`config.mk`:
```
export PLATFORM = sky130hd
export DESIGN_NAME = ignition_output_sequencer
export DESIGN_NICKNAME = d
export VERILOG_FILES = /design/src/ign_pkg.sv /design/src/trigger_channel.sv /design/src/rate_divider.sv /design/src/ignition_output_sequencer.sv
export SDC_FILE = /design/constraint.sdc
export NUM_CORES = 2
export LEC_CHECK = 0
export BUFFER_PORTS_ARGS = -buffer_cell sky130_fd_sc_hd__buf_2
export CAP_MARGIN = 20
export CORE_MARGIN = 2
export CORE_UTILIZATION = 25
export DETAILED_ROUTE_END_ITERATION = 10
export GPL_TIMING_DRIVEN = 0
export SYNTH_ARGS = -nofsm -noshare
export SYNTH_HDL_FRONTEND = slang
export SYNTH_SLANG_ARGS = --single-unit
```
`constraint.sdc`:
```
create_clock -name core_clk_in -period 22.6 [get_ports core_clk_in]
set_clock_uncertainty 0.05 [all_clocks]
set_input_delay 6.78 -clock core_clk_in [delete_from_list [all_inputs] [get_ports core_clk_in]]
set_output_delay 6.78 -clock core_clk_in [all_outputs]
set_load 0.02 [all_outputs]
```
`src/ign_pkg.sv`:
```
// constants, field layouts and helpers for the ignition output sequencer
// assumes a 125 MHz core clock and a 32-bit classic wishbone register bus
package ign_pkg;

  // timing base
  localparam int CLK_PERIOD_NS = 8;
  localparam int US_NS         = 1000;
  localparam int US_CYCLES     = US_NS / CLK_PERIOD_NS;
  localparam int MAX_CHARGE_US = 20000;

  // register byte offsets
  localparam logic [7:0] CTRL_OFS   = 8'h00;
  localparam logic [7:0] DWELL_OFS  = 8'h04;
  localparam logic [7:0] TRIG_OFS   = 8'h08;
  localparam logic [7:0] ADV_OFS    = 8'h0C;
  localparam logic [7:0] STAT_OFS   = 8'h10;
  localparam logic [7:0] PERIOD_OFS = 8'h14;
  localparam logic [7:0] TABLE_OFS  = 8'h40;

  // timing mark table
  localparam int         TABLE_DEPTH = 30;
  localparam int         ANGLE_W     = 9;
  localparam logic [8:0] TABLE_END   = 9'h1FF;

  // control fields
  localparam int         CTRL_W    = 9;
  localparam int         PAT_LSB   = 0;
  localparam int         SENSE_BIT = 3;
  localparam int         TACH_BIT  = 4;
  localparam int         IGN4_BIT  = 5;
  localparam int         CYL_LSB   = 6;
  localparam int         EN_BIT    = 8;
  localparam logic [8:0] CTRL_RST  = 9'h000;

  // dwell in microseconds, advance in degrees before top dead centre
  localparam logic [15:0] DWELL_RST = 16'h0BB8;
  localparam logic [7:0]  ADV_RST   = 8'h00;

  // per-channel trigger fields, eight bits per channel
  localparam int          CH_W       = 8;
  localparam int          TRG_RELUC  = 0;
  localparam int          TRG_RISE   = 1;
  localparam int          TRG_FALL   = 2;
  localparam int          TRG_TIMING = 3;
  localparam int          TRG_RESET  = 4;
  localparam int          TRG_RTYPE  = 5;
  localparam int          TRG_MISS   = 7;
  localparam logic [23:0] TRIG_RST   = 24'h000000;

  // status fields
  localparam int STAT_WARN  = 0;
  localparam int STAT_SYNC  = 1;
  localparam int STAT_RWARN = 2;
  localparam int STAT_CYL   = 4;

  // period angle per cylinder count
  localparam logic [7:0] DEG_4CYL = 8'hB4;
  localparam logic [7:0] DEG_6CYL = 8'h78;
  localparam logic [7:0] DEG_8CYL = 8'h5A;

  typedef enum logic [2:0] {
    PAT_SIMULT, PAT_ALT, PAT_THREE, PAT_LEADTRAIL,
    PAT_FOUR, PAT_WASTED_2R, PAT_DIRECT_2R
  } pattern_e;

  typedef enum logic [1:0] {RST_PERIOD, RST_CRANK, RST_CAM} rst_type_e;

  // period angle from cylinder select
  function automatic logic [7:0] period_deg(input logic [1:0] sel);
    period_deg = (sel == 2'h1) ? DEG_6CYL :
                 (sel == 2'h2) ? DEG_8CYL : DEG_4CYL;
  endfunction : period_deg

  // number of spark events before a pattern repeats
  function automatic logic [2:0] pat_len(input logic [2:0] pat);
    unique case (pat)
      PAT_SIMULT: pat_len = 3'h1;
      PAT_THREE:  pat_len = 3'h3;
      PAT_FOUR:   pat_len = 3'h4;
      default:    pat_len = 3'h2;
    endcase
  endfunction : pat_len

  // coils charged for event k; bit 3 is the fourth coil drive
  function automatic logic [3:0] fire_mask(input logic [2:0] pat,
                                           input logic [1:0] k,
                                           input logic       tach,
                                           input logic       ign4);
    unique case (pat)
      PAT_SIMULT:    fire_mask = {ign4, ~tach, 2'h3};
      PAT_ALT:       fire_mask = k[0] ? 4'h2 : 4'h1;
      PAT_THREE:     fire_mask = 4'h1 << k;
      PAT_LEADTRAIL: fire_mask = 4'h3;
      PAT_FOUR:      fire_mask = 4'h1 << k;
      PAT_WASTED_2R: fire_mask = k[0] ? 4'h5 : 4'h3;
      PAT_DIRECT_2R: fire_mask = k[0] ? 4'hC : 4'h3;
      default:       fire_mask = 4'h0;
    endcase
  endfunction : fire_mask

endpackage : ign_pkg

```
`src/trigger_channel.sv`:
```
// one crank/cam trigger channel: pin synchroniser, edge select, missing tooth
// assumes us_tick_in pulses once per microsecond on the core clock
module trigger_channel (
  input  wire logic       core_clk_in,
  input  wire logic       reset_in,
  input  wire logic       ce_in,
  input  wire logic       us_tick_in,
  input  wire logic       pin_in,
  input  wire logic [7:0] cfg_in,
  output logic            tooth_out,
  output logic            missing_out
);
  import ign_pkg::*;

  typedef struct packed {
    logic [2:0]  sync;
    logic        tooth;
    logic        missing;
    logic [23:0] gap;
    logic [23:0] last_gap;
  } chan_s;

  chan_s st_r;
  chan_s st_nxt;
  logic  rise;
  logic  fall;
  logic  hit;

  // edge qualify; a reluctor answers to falling edges alone
  always_comb begin
    st_nxt = st_r;
    rise   = st_r.sync[1] & ~st_r.sync[2];
    fall   = ~st_r.sync[1] & st_r.sync[2];
    hit    = (fall & cfg_in[TRG_FALL]) |
             (rise & cfg_in[TRG_RISE] & ~cfg_in[TRG_RELUC]);
    st_nxt.sync    = {st_r.sync[1:0], pin_in};
    st_nxt.tooth   = hit;
    st_nxt.missing = 1'b0;
    if (us_tick_in && st_r.gap != 24'hFFFFFF)
      st_nxt.gap = st_r.gap + 24'h000001;
    // gap over one and a half teeth marks the missing tooth
    if (hit) begin
      st_nxt.missing  = cfg_in[TRG_MISS] &&
        ({1'b0, st_r.gap} > {1'b0, st_r.last_gap} +
                            {2'h0, st_r.last_gap[23:1]});
      st_nxt.last_gap = st_r.gap;
      st_nxt.gap      = 24'h000000;
    end
  end

  // state register
  always_ff @(posedge core_clk_in) begin
    if (reset_in)
      st_r <= '0;
    else if (ce_in)
      st_r <= st_nxt;
  end

  assign tooth_out   = st_r.tooth;
  assign missing_out = st_r.missing;
endmodule : trigger_channel

```
`src/rate_divider.sv`:
```
// serial divider giving microseconds per degree in 16.8 fixed point
// assumes start is a one-cycle pulse; a new start restarts the division
module rate_divider (
  input  wire logic        core_clk_in,
  input  wire logic        reset_in,
  input  wire logic        ce_in,
  input  wire logic        start_in,
  input  wire logic [23:0] num_in,
  input  wire logic [7:0]  den_in,
  output logic [23:0]      quot_out
);
  typedef struct packed {
    logic [5:0]  step;
    logic [31:0] rem;
    logic [31:0] dvd;
    logic [7:0]  den;
    logic [23:0] quot;
  } div_s;

  div_s        st_r;
  div_s        st_nxt;
  logic [32:0] trial;

  // one restoring step per cycle, result latched after 32 steps
  always_comb begin
    st_nxt = st_r;
    trial  = {st_r.rem, st_r.dvd[31]} - {25'h0, st_r.den};
    if (start_in) begin
      st_nxt.step = 6'h20;
      st_nxt.rem  = 32'h0;
      st_nxt.dvd  = {num_in, 8'h00};
      st_nxt.den  = den_in;
    end else if (st_r.step != 6'h0) begin
      st_nxt.step = st_r.step - 6'h1;
      st_nxt.dvd  = {st_r.dvd[30:0], ~trial[32]};
      st_nxt.rem  = trial[32] ? {st_r.rem[30:0], st_r.dvd[31]} : trial[31:0];
      if (st_r.step == 6'h1)
        st_nxt.quot = st_r.dvd[30:23] == 8'h0 ?
                      {st_r.dvd[22:0], ~trial[32]} :
                      24'hFFFFFF;
    end
  end

  // state register
  always_ff @(posedge core_clk_in) begin
    if (reset_in)
      st_r <= '0;
    else if (ce_in)
      st_r <= st_nxt;
  end

  assign quot_out = st_r.quot;

endmodule : rate_divider

```
`src/ignition_output_sequencer.sv`:
```
// ignition output sequencer: coil drive patterns, dwell and spark timing,
// three trigger channels and a classic wishbone register file
// assumes trigger pins are asynchronous and the bus runs on core_clk_in
//
// Summary of operation
// - fourth coil drive takes over auxiliary output one
// - simultaneous pattern fires all coils, tach optional
// - alternate pattern fires coils in turn, tach optional
// - three-cycle rotates first three coils
// - leading/trailing uses output three as address
// - four-cycle rotates four coils via auxiliary one
// - wasted-leading two-rotor: one leading, two trailing
// - direct-fire two-rotor: leading one/four, trailing two/three
// - first coil fires first after cam reset pulse
// - charge for dwell, release exactly at spark
// - falling sense: high charges, low sparks
// - rising sense inverts output polarity
// - warn when a coil stays charging too long
// - too long dwell starts at next tooth
// - alternating patterns allow dwell up to two periods
// - three channels, reluctor or digital
// - digital channel edges: rising, falling or both
// - reluctor channel responds to falling edges only
// - missing tooth detection, crank or cam reset
// - one spark per cylinder period angle
// - thirty table entries, minus one ends table
//
// Decided for this implementation: the Wishbone interface to the registers and the register offsets.
module ignition_output_sequencer (
  input  wire logic        core_clk_in,
  input  wire logic        reset_in,
  input  wire logic        ce_in,
  input  wire logic        wb_cyc_in,
  input  wire logic        wb_stb_in,
  input  wire logic        wb_we_in,
  input  wire logic [7:0]  wb_adr_in,
  input  wire logic [3:0]  wb_sel_in,
  input  wire logic [31:0] wb_dat_in,
  output logic [31:0]      wb_dat_out,
  output logic             wb_ack_out,
  input  wire logic [2:0]  trig_pin_in,
  input  wire logic        aux1_req_in,
  output logic [2:0]       coil_out,
  output logic             aux1_out,
  output logic             warn_out
);
  import ign_pkg::*;

  typedef struct packed {
    logic                                   ack;
    logic [31:0]                            dat;
    logic [CTRL_W-1:0]                      ctrl;
    logic [15:0]                            dwell;
    logic [23:0]                            trig;
    logic [7:0]                             adv;
    logic [TABLE_DEPTH-1:0][ANGLE_W-1:0]    table_q;
    logic [6:0]                             us_div;
    logic                                   us_tick;
    logic [23:0]                            period_us;
    logic [23:0]                            per_cnt;
    logic [4:0]                             tidx;
    logic [1:0]                             cyl;
    logic                                   synced;
    logic                                   pend;
    logic                                   sparked;
    logic [23:0]                            spark_cnt;
    logic [3:0]                             charge;
    logic [3:0]                             mask;
    logic [15:0]                            chg_cnt;
    logic                                   warn;
    logic                                   tach;
    logic [2:0]                             coil;
    logic                                   aux1;
  } seq_s;

  seq_s        st_r;
  seq_s        st_nxt;
  logic [2:0]  tooth;
  logic [2:0]  missing;
  logic [23:0] us_per_deg;
  logic        div_start;

  // control decode
  logic [2:0]  pat;
  logic        rise_sense;
  logic        tach_en;
  logic        ign4_used;
  logic        alt_pat;
  logic [24:0] dwell_lim;
  logic [23:0] dwell_eff;

  // per-event temporaries
  logic        tooth_ev;
  logic        reset_ev;
  logic [1:0]  reset_type;
  logic [8:0]  angle;
  logic [8:0]  diff;
  logic [32:0] prod;
  logic [4:0]  idx_next;
  logic [2:0]  plen;
  logic        fire;
  logic [7:0]  rd_word;
  logic [31:0] rd_val;

  // merge byte lanes of a write into a register word
  function automatic logic [31:0] merge(input logic [31:0] old,
                                        input logic [31:0] wdat,
                                        input logic [3:0]  sel);
    for (int i = 0; i < 4; i++)
      merge[8*i +: 8] = sel[i] ? wdat[8*i +: 8] : old[8*i +: 8];
  endfunction : merge

  genvar g;
  generate
    for (g = 0; g < 3; g++) begin : g_chan
      trigger_channel u_chan (
        .core_clk_in (core_clk_in),
        .reset_in    (reset_in),
        .ce_in       (ce_in),
        .us_tick_in  (st_r.us_tick),
        .pin_in      (trig_pin_in[g]),
        .cfg_in      (st_r.trig[CH_W*g +: CH_W]),
        .tooth_out   (tooth[g]),
        .missing_out (missing[g])
      );
    end
  endgenerate

  rate_divider u_rate (
    .core_clk_in (core_clk_in),
    .reset_in    (reset_in),
    .ce_in       (ce_in),
    .start_in    (div_start),
    .num_in      (st_r.period_us),
    .den_in      (period_deg(st_r.ctrl[CYL_LSB +: 2])),
    .quot_out    (us_per_deg)
  );

  // decode of software settings
  always_comb begin
    pat        = st_r.ctrl[PAT_LSB +: 3];
    rise_sense = st_r.ctrl[SENSE_BIT];
    tach_en    = st_r.ctrl[TACH_BIT] &&
                 (pat == PAT_SIMULT || pat == PAT_ALT);
    ign4_used  = st_r.ctrl[IGN4_BIT] || pat == PAT_FOUR ||
                 pat == PAT_DIRECT_2R;
    plen       = pat_len(pat);
    alt_pat    = plen != 3'h1;
    dwell_lim  = alt_pat ? {st_r.period_us, 1'b0}
                         : {1'b0, st_r.period_us};
    dwell_eff  = ({9'h0, st_r.dwell} < dwell_lim) ? {8'h0, st_r.dwell}
                                                  : dwell_lim[23:0];
  end

  // sequencing, dwell, spark and register file
  always_comb begin
    st_nxt     = st_r;
    div_start  = 1'b0;
    tooth_ev   = 1'b0;
    reset_ev   = 1'b0;
    reset_type = RST_PERIOD;
    angle      = st_r.table_q[st_r.tidx];
    diff       = angle - {1'b0, st_r.adv};
    prod       = {24'h0, diff} * {9'h0, us_per_deg};
    idx_next   = st_r.tidx + 5'h1;
    fire       = 1'b0;
    rd_word    = wb_adr_in - TABLE_OFS;
    rd_val     = 32'h0;

    // microsecond time base
    st_nxt.us_tick = st_r.us_div == 7'(US_CYCLES - 1);
    st_nxt.us_div  = st_nxt.us_tick ? 7'h0 : st_r.us_div + 7'h1;
    if (st_r.us_tick && st_r.per_cnt != 24'hFFFFFF)
      st_nxt.per_cnt = st_r.per_cnt + 24'h1;

    // gather channel events
    for (int c = 0; c < 3; c++) begin
      if (st_r.trig[CH_W*c + TRG_TIMING] && tooth[c])
        tooth_ev = 1'b1;
      if (st_r.trig[CH_W*c + TRG_RESET] &&
          (st_r.trig[CH_W*c + TRG_MISS] ? missing[c] : tooth[c])) begin
        reset_ev   = 1'b1;
        reset_type = st_r.trig[CH_W*c + TRG_RTYPE +: 2];
      end
    end

    // timing teeth walk the mark table; a period ends at minus one
    if (tooth_ev) begin
      if (st_r.tidx == 5'h0) begin
        st_nxt.period_us = st_r.per_cnt;
        st_nxt.per_cnt   = 24'h0;
        st_nxt.sparked   = 1'b0;
        div_start        = 1'b1;
      end
      st_nxt.tidx = (idx_next == 5'(TABLE_DEPTH) ||
                     st_r.table_q[idx_next] == TABLE_END) ? 5'h0
                                                          : idx_next;
      // latest tooth at or before the spark angle sets the delay
      if (st_r.synced && st_r.ctrl[EN_BIT] && !st_r.sparked &&
          angle != TABLE_END && !angle[8] &&
          angle >= {1'b0, st_r.adv}) begin
        st_nxt.pend      = 1'b1;
        st_nxt.spark_cnt = prod[31:8];
        if (!st_r.pend)
          st_nxt.mask = fire_mask(pat, st_r.cyl, tach_en,
                                  st_r.ctrl[IGN4_BIT]);
      end
    end

    // reset pulse: table restarts, cylinder per reset type
    if (reset_ev) begin
      st_nxt.synced = 1'b1;
      st_nxt.tidx   = 5'h0;
      if (reset_type == RST_CAM)
        st_nxt.cyl = 2'h0;
      else if (reset_type == RST_CRANK)
        st_nxt.cyl = (st_r.cyl < 2'(plen >> 1)) ? 2'h0
                                                : 2'(plen >> 1);
    end

    // countdown to spark; the last microsecond releases the charge
    if (st_r.pend && st_r.us_tick) begin
      if (st_r.spark_cnt <= 24'h1) begin
        fire             = 1'b1;
        st_nxt.pend      = 1'b0;
        st_nxt.sparked   = 1'b1;
        st_nxt.tach      = ~st_r.tach;
        st_nxt.cyl       = (st_r.cyl == 2'(plen - 3'h1)) ? 2'h0
                                                         : st_r.cyl + 2'h1;
      end else begin
        st_nxt.spark_cnt = st_r.spark_cnt - 24'h1;
      end
    end
    // a cam pulse in the spark cycle still restarts at coil one
    if (reset_ev && reset_type == RST_CAM)
      st_nxt.cyl = 2'h0;

    // charge within dwell of the spark; a late tooth charges at once
    st_nxt.charge = (st_nxt.pend && st_nxt.spark_cnt <= dwell_eff)
                    ? st_nxt.mask : 4'h0;

    // stuck-on watch
    if (st_r.charge == 4'h0)
      st_nxt.chg_cnt = 16'h0;
    else if (st_r.us_tick && st_r.chg_cnt != 16'hFFFF)
      st_nxt.chg_cnt = st_r.chg_cnt + 16'h1;
    st_nxt.warn = st_r.chg_cnt >= 16'(MAX_CHARGE_US);

    // pin drive with sense applied
    st_nxt.coil[0] = st_r.charge[0] ^ rise_sense;
    st_nxt.coil[1] = st_r.charge[1] ^ rise_sense;
    if (pat == PAT_LEADTRAIL)
      st_nxt.coil[2] = st_r.cyl[0];
    else if (tach_en)
      st_nxt.coil[2] = st_r.tach;
    else
      st_nxt.coil[2] = st_r.charge[2] ^ rise_sense;
    st_nxt.aux1 = ign4_used ? st_r.charge[3] ^ rise_sense
                            : aux1_req_in;

    // wishbone classic slave, ack one cycle after the strobe
    st_nxt.ack = wb_cyc_in && wb_stb_in && !st_r.ack;
    unique case (wb_adr_in)
      CTRL_OFS:   rd_val = {23'h0, st_r.ctrl};
      DWELL_OFS:  rd_val = {16'h0, st_r.dwell};
      TRIG_OFS:   rd_val = {8'h0, st_r.trig};
      ADV_OFS:    rd_val = {24'h0, st_r.adv};
      STAT_OFS:   rd_val = {26'h0, st_r.cyl, 1'b0, rise_sense,
                            st_r.synced, st_r.warn};
      PERIOD_OFS: rd_val = {8'h0, st_r.period_us};
      default: begin
        if (wb_adr_in >= TABLE_OFS && wb_adr_in[1:0] == 2'h0 &&
            rd_word[7:2] < 6'(TABLE_DEPTH))
          rd_val = {{23{st_r.table_q[rd_word[6:2]][8]}},
                    st_r.table_q[rd_word[6:2]]};
      end
    endcase
    st_nxt.dat = rd_val;
    if (st_nxt.ack && wb_we_in) begin
      unique case (wb_adr_in)
        CTRL_OFS:   st_nxt.ctrl  = CTRL_W'(merge(32'(st_r.ctrl),
                                                 wb_dat_in, wb_sel_in));
        DWELL_OFS:  st_nxt.dwell = 16'(merge(32'(st_r.dwell),
                                             wb_dat_in, wb_sel_in));
        TRIG_OFS:   st_nxt.trig  = 24'(merge(32'(st_r.trig),
                                             wb_dat_in, wb_sel_in));
        ADV_OFS:    st_nxt.adv   = 8'(merge(32'(st_r.adv),
                                            wb_dat_in, wb_sel_in));
        default: begin
          if (wb_adr_in >= TABLE_OFS && wb_adr_in[1:0] == 2'h0 &&
              rd_word[7:2] < 6'(TABLE_DEPTH))
            st_nxt.table_q[rd_word[6:2]] =
              9'(merge(32'(st_r.table_q[rd_word[6:2]]),
                       wb_dat_in, wb_sel_in));
        end
      endcase
    end
  end

  // state register
  always_ff @(posedge core_clk_in) begin
    if (reset_in) begin
      st_r         <= '0;
      st_r.ctrl    <= CTRL_RST;
      st_r.dwell   <= DWELL_RST;
      st_r.trig    <= TRIG_RST;
      st_r.adv     <= ADV_RST;
      st_r.table_q <= {TABLE_DEPTH{TABLE_END}};
    end else if (ce_in) begin
      st_r <= st_nxt;
    end
  end

  // outputs straight from flip-flops
  assign wb_dat_out = st_r.dat;
  assign wb_ack_out = st_r.ack;
  assign coil_out   = st_r.coil;
  assign aux1_out   = st_r.aux1;
  assign warn_out   = st_r.warn;
endmodule : ignition_output_sequencer

```
==> impl_metrics.csv <==
group,metric,value,unit
timing,setup_viol_count_final,0,
floorplanning,chipHeight,440,um
worst_setup_path,crit_path_top_delay_cell,"buf_1",
cts,numCtsBuffers,84,
cts,cts_num_sinks,731,
routing,router_iterations_before_antenna_repair,6,
pwr,p_switching,1.35,mW
pwr,seq_power_share,35.2,%
routing,number_of_antenna_violating_nets_in_the_routed_design,0,
timing,finalSetupTns,0,ns
worst_setup_path,crit_required,23.10,ns
cells_and_area,design.final.nets,6075,
floorplanning,floorplan.initialDensity,25.1,%
timing,maxClockFrequency,72.5,MHz
floorplanning,fp.dieW,440,um
cts,post_cts_buffers,0,
cells_and_area,fillCellCount,20101,
worst_setup_path,cell_depth_of_the_worst_flop_to_flop_path,40,
cells_and_area,post_layout_nonfiller_instances,8177,
timing,fin_crit,13.79,ns
synth,synth-async-reset-ratio,0,%
worst_setup_path,worst_path_largest_cell_delay,0.79,ns
pwr,power_leakage,22.9,nW
synth,dominantRegCellSynth,"dfxtp_1",
cts,clk_latency,0.69,ns
timing,slew-limit-headroom,15.8,%
global_routing,number_of_global_route_vias_before_repair,41097,
cts,clkSlewWorstSetupHoldPaths,0.07,ns
synth,post_synth_inst_count,5414,
synth,avgSynthCellArea,8.78,um2
timing,worst-slew-pin-transition,1.26,ns
global_routing,grt_start_max_net_pins,14,
synth,synth_area,47500,um2
cts,holdBufCountCts,0,
timing,maxSlewViolCount,0,
routing,drt-vias-per-instance,5.12,
cts,clk_root_buffer_cell,"clkbuf_16",
timing,hold_ws,0.393,ns
floorplanning,dieArea,194000,um2
worst_setup_path,cpMostUsedCell,"o21ai_0",
floorplanning,core,190000,um2
routing,finalWirelength,165,mm
cells_and_area,ratio_of_cells_with_drive_above_1_in_the_final_layout,8.72,%
worst_setup_path,worstSetupStartpointType,"register",
synth,ff_latch_count_synth,731,
placed_design,dpl.hpwl,128,mm
cts,ctsResizeCount,0,
synth,yosysSeqAreaShare,30.8,%
min_path,holdCritPathClass,"register to register",
placed_design,post-place-ws,9.25,ns
timing,hold_viol,0,
worst_setup_path,worstSetupEndpointType,"register",
worst_setup_path,arrival_time_at_the_worst_endpoint,14.29,ns
floorplanning,ioPinCount,92,
timing,rsz0062_at_grt,"no",
run_status,outcome,"completed",
pwr,internal-power,2.63,mW
synth,synth_enable_flop_cells,0,
min_path,min_delay_path_depth,2,
worst_setup_path,crit_fanout,10,
global_routing,sum_of_overflow_across_all_layers_after_global_routing,0,
floorplanning,row_count,160,
pwr,clock_power_share,36.6,%
pwr,p_per_cell_area,73.5,nW/um2
timing,final_critical_path_setup_slack,8.81,ns
routing,drt_drc_violations_left,0,
global_routing,grt_first_pass_wirelength,250,mm
global_routing,global_route.usage.total,16.6,%
cells_and_area,layout.core_utilization,28.5,%
pwr,combPwrFrac,28.2,%
synth,netlist-cell-type-count,98,
timing,finalCritPeriodShare,61.0,%
placed_design,gpl.final_weighted_congestion,0.983,
global_routing,grt_antenna_before_repair,6,
placed_design,place_inst,8016,
pwr,vdd_drop_max,65.0,uV
placed_design,numPortBuffers,75,
routing,first_iter_violations,3661,
cells_and_area,area_growth_syn_to_layout,13.9,%
worst_setup_path,type_of_the_worst_setup_path,"register to register",
cts,clock_tree_from_tritoncts,"done",
cts,cts_buffer_depth,3,
job,max_cap_violations,0,
pwr,switching_share,33.9,%
routing,num_vias,41892,
routing,drt-wirelength-per-cell,20.1,um
synth,ys_warn_count,0,
cts,cts.htree.levels,3,
## critical path: cells and delay by family, from the launching register on
family / cells / cell delay (ns)
fa+ha+maj: 7 / 2.94
simple gates: 8 / 1.44
mux: 1 / 0.62
xor+xnor: 2 / 0.92
compound gates: 15 / 4.12
buf+inv: 7 / 3.11
flops: 1 / 0.37
## cell type report
cell class	count	area, um2	share of cell area (%)
Timing Repair Buffer	84	478	0.883
Sequential cell	731	14600	27.0
Clock buffer	123	2530	4.68
Clock inverter	34	409	0.756
Antenna cell	4	10.0	0.0185
Multi-Input combinational cell	4061	30300	56.1
Tap cell	2511	3140	5.81
Inverter	282	1060	1.96
Buffer	347	1500	2.78
## routing by layer
layer  wire length [um]  vias up  part of all wire, %  GRT usage (%)
met4               8750        4                  5.3           8.42
met3              10500      364                  6.4           2.60
li1                   -    19600                    -              -
met2              76000     1456                   46           27.2
met1              69200    20468                   42           21.2
met5                 29        -                0.018              0
## layout by cell type (no fill, tap or decap), types with 40 or more instances in the layout
| cell | count |
|---|---|
| a21oi_1 | 227 |
| o211ai_1 | 305 |
| buf_2 | 110 |
| xor2_1 | 130 |
| mux2i_1 | 230 |
| nand4_1 | 111 |
| a21o_1 | 61 |
| fa_1 | 158 |
| inv_1 | 278 |
| clkbuf_16 | 86 |
| nand2_1 | 747 |
| nor2_1 | 494 |
| a22oi_1 | 40 |
| nand2b_1 | 53 |
| mux4_2 | 121 |
| nor3_1 | 74 |
| clkbuf_1 | 262 |
| a211oi_1 | 52 |
| ha_1 | 272 |
| nand3_1 | 117 |
| and2_1 | 143 |
| dfxtp_1 | 731 |
| xnor2_1 | 102 |
| o21ai_0 | 111 |
## registers in the layout, indices dropped and copies added (netlist names)
signal / cells
rise_sense: 1
pat: 3
g_chan.u_chan.tooth_out: 3
warn_out: 1
wb_dat_out: 25
g_chan.u_chan.st_nxt: 6
coil_out: 3
aux1_out: 1
wb_ack_out: 1
g_chan.u_chan.st_r: 147
u_rate.st_r: 75
st_r: 438
u_rate.quot_out: 24
g_chan.u_chan.missing_out: 3
## final timing paths
kind	start	slack, ns	to
max	st_r[59]$_SDFFE_PP0P_	8.81	st_r[26]$_SDFFE_PP0P_
min	g_chan[2].u_chan.missing_out$_SDFFE_PP0P_	0.39	g_chan[2].u_chan.missing_out$_SDFFE_PP0P_
max reg2reg	st_r[59]$_SDFFE_PP0P_	8.81	st_r[26]$_SDFFE_PP0P_
min reg2reg	g_chan[2].u_chan.missing_out$_SDFFE_PP0P_	0.39	g_chan[2].u_chan.missing_out$_SDFFE_PP0P_
## metrics by stage
stage                     total power [mW]  area [um2]
after floorplan                       2.22       47500
after global placement                2.53       51100
after detailed placement              2.54       51200
after CTS                             4.01       54100
after global routing                  4.20       54100
final                                 3.98       54100
## power groups by stage
stage,Sequential [mW],Clock (mW),Combinational (mW)
CTS,1.40,1.47,1.13
detailed placement,1.43,0,1.12
global route,1.41,1.53,1.26
floorplan,1.40,0,0.817
global placement,1.43,0,1.11
finish,1.40,1.46,1.12
## Yosys cell counts (all sizes together) (61+ instances only)
library cell / count / area, um2
nand2: 747 / 2800
buf: 95 / 553
clkbuf: 252 / 948
and2: 144 / 901
xnor2: 104 / 926
o211ai: 305 / 2290
mux2i: 230 / 2300
a21o: 61 / 458
xor2: 130 / 1140
nand4: 111 / 694
nor2: 494 / 1850
nor3: 78 / 417
fa: 158 / 3160
dfxtp: 731 / 14600
nand3: 117 / 586
o21ai: 144 / 721
ha: 272 / 3400
inv: 279 / 1050
mux4: 121 / 2730
a21oi: 227 / 1140
## kinds of logic after synthesis
group	share of synthesized area, %
and+or+nand+nor	18.7
AOI/OAI and AO/OA	15.8
DFF	30.8
buffers and inverters	5.39
adders and majority gates	13.8
muxes	11.1
xor gates and xnor gates	4.35
other	0.00789
(Power assumes the default switching activity.)
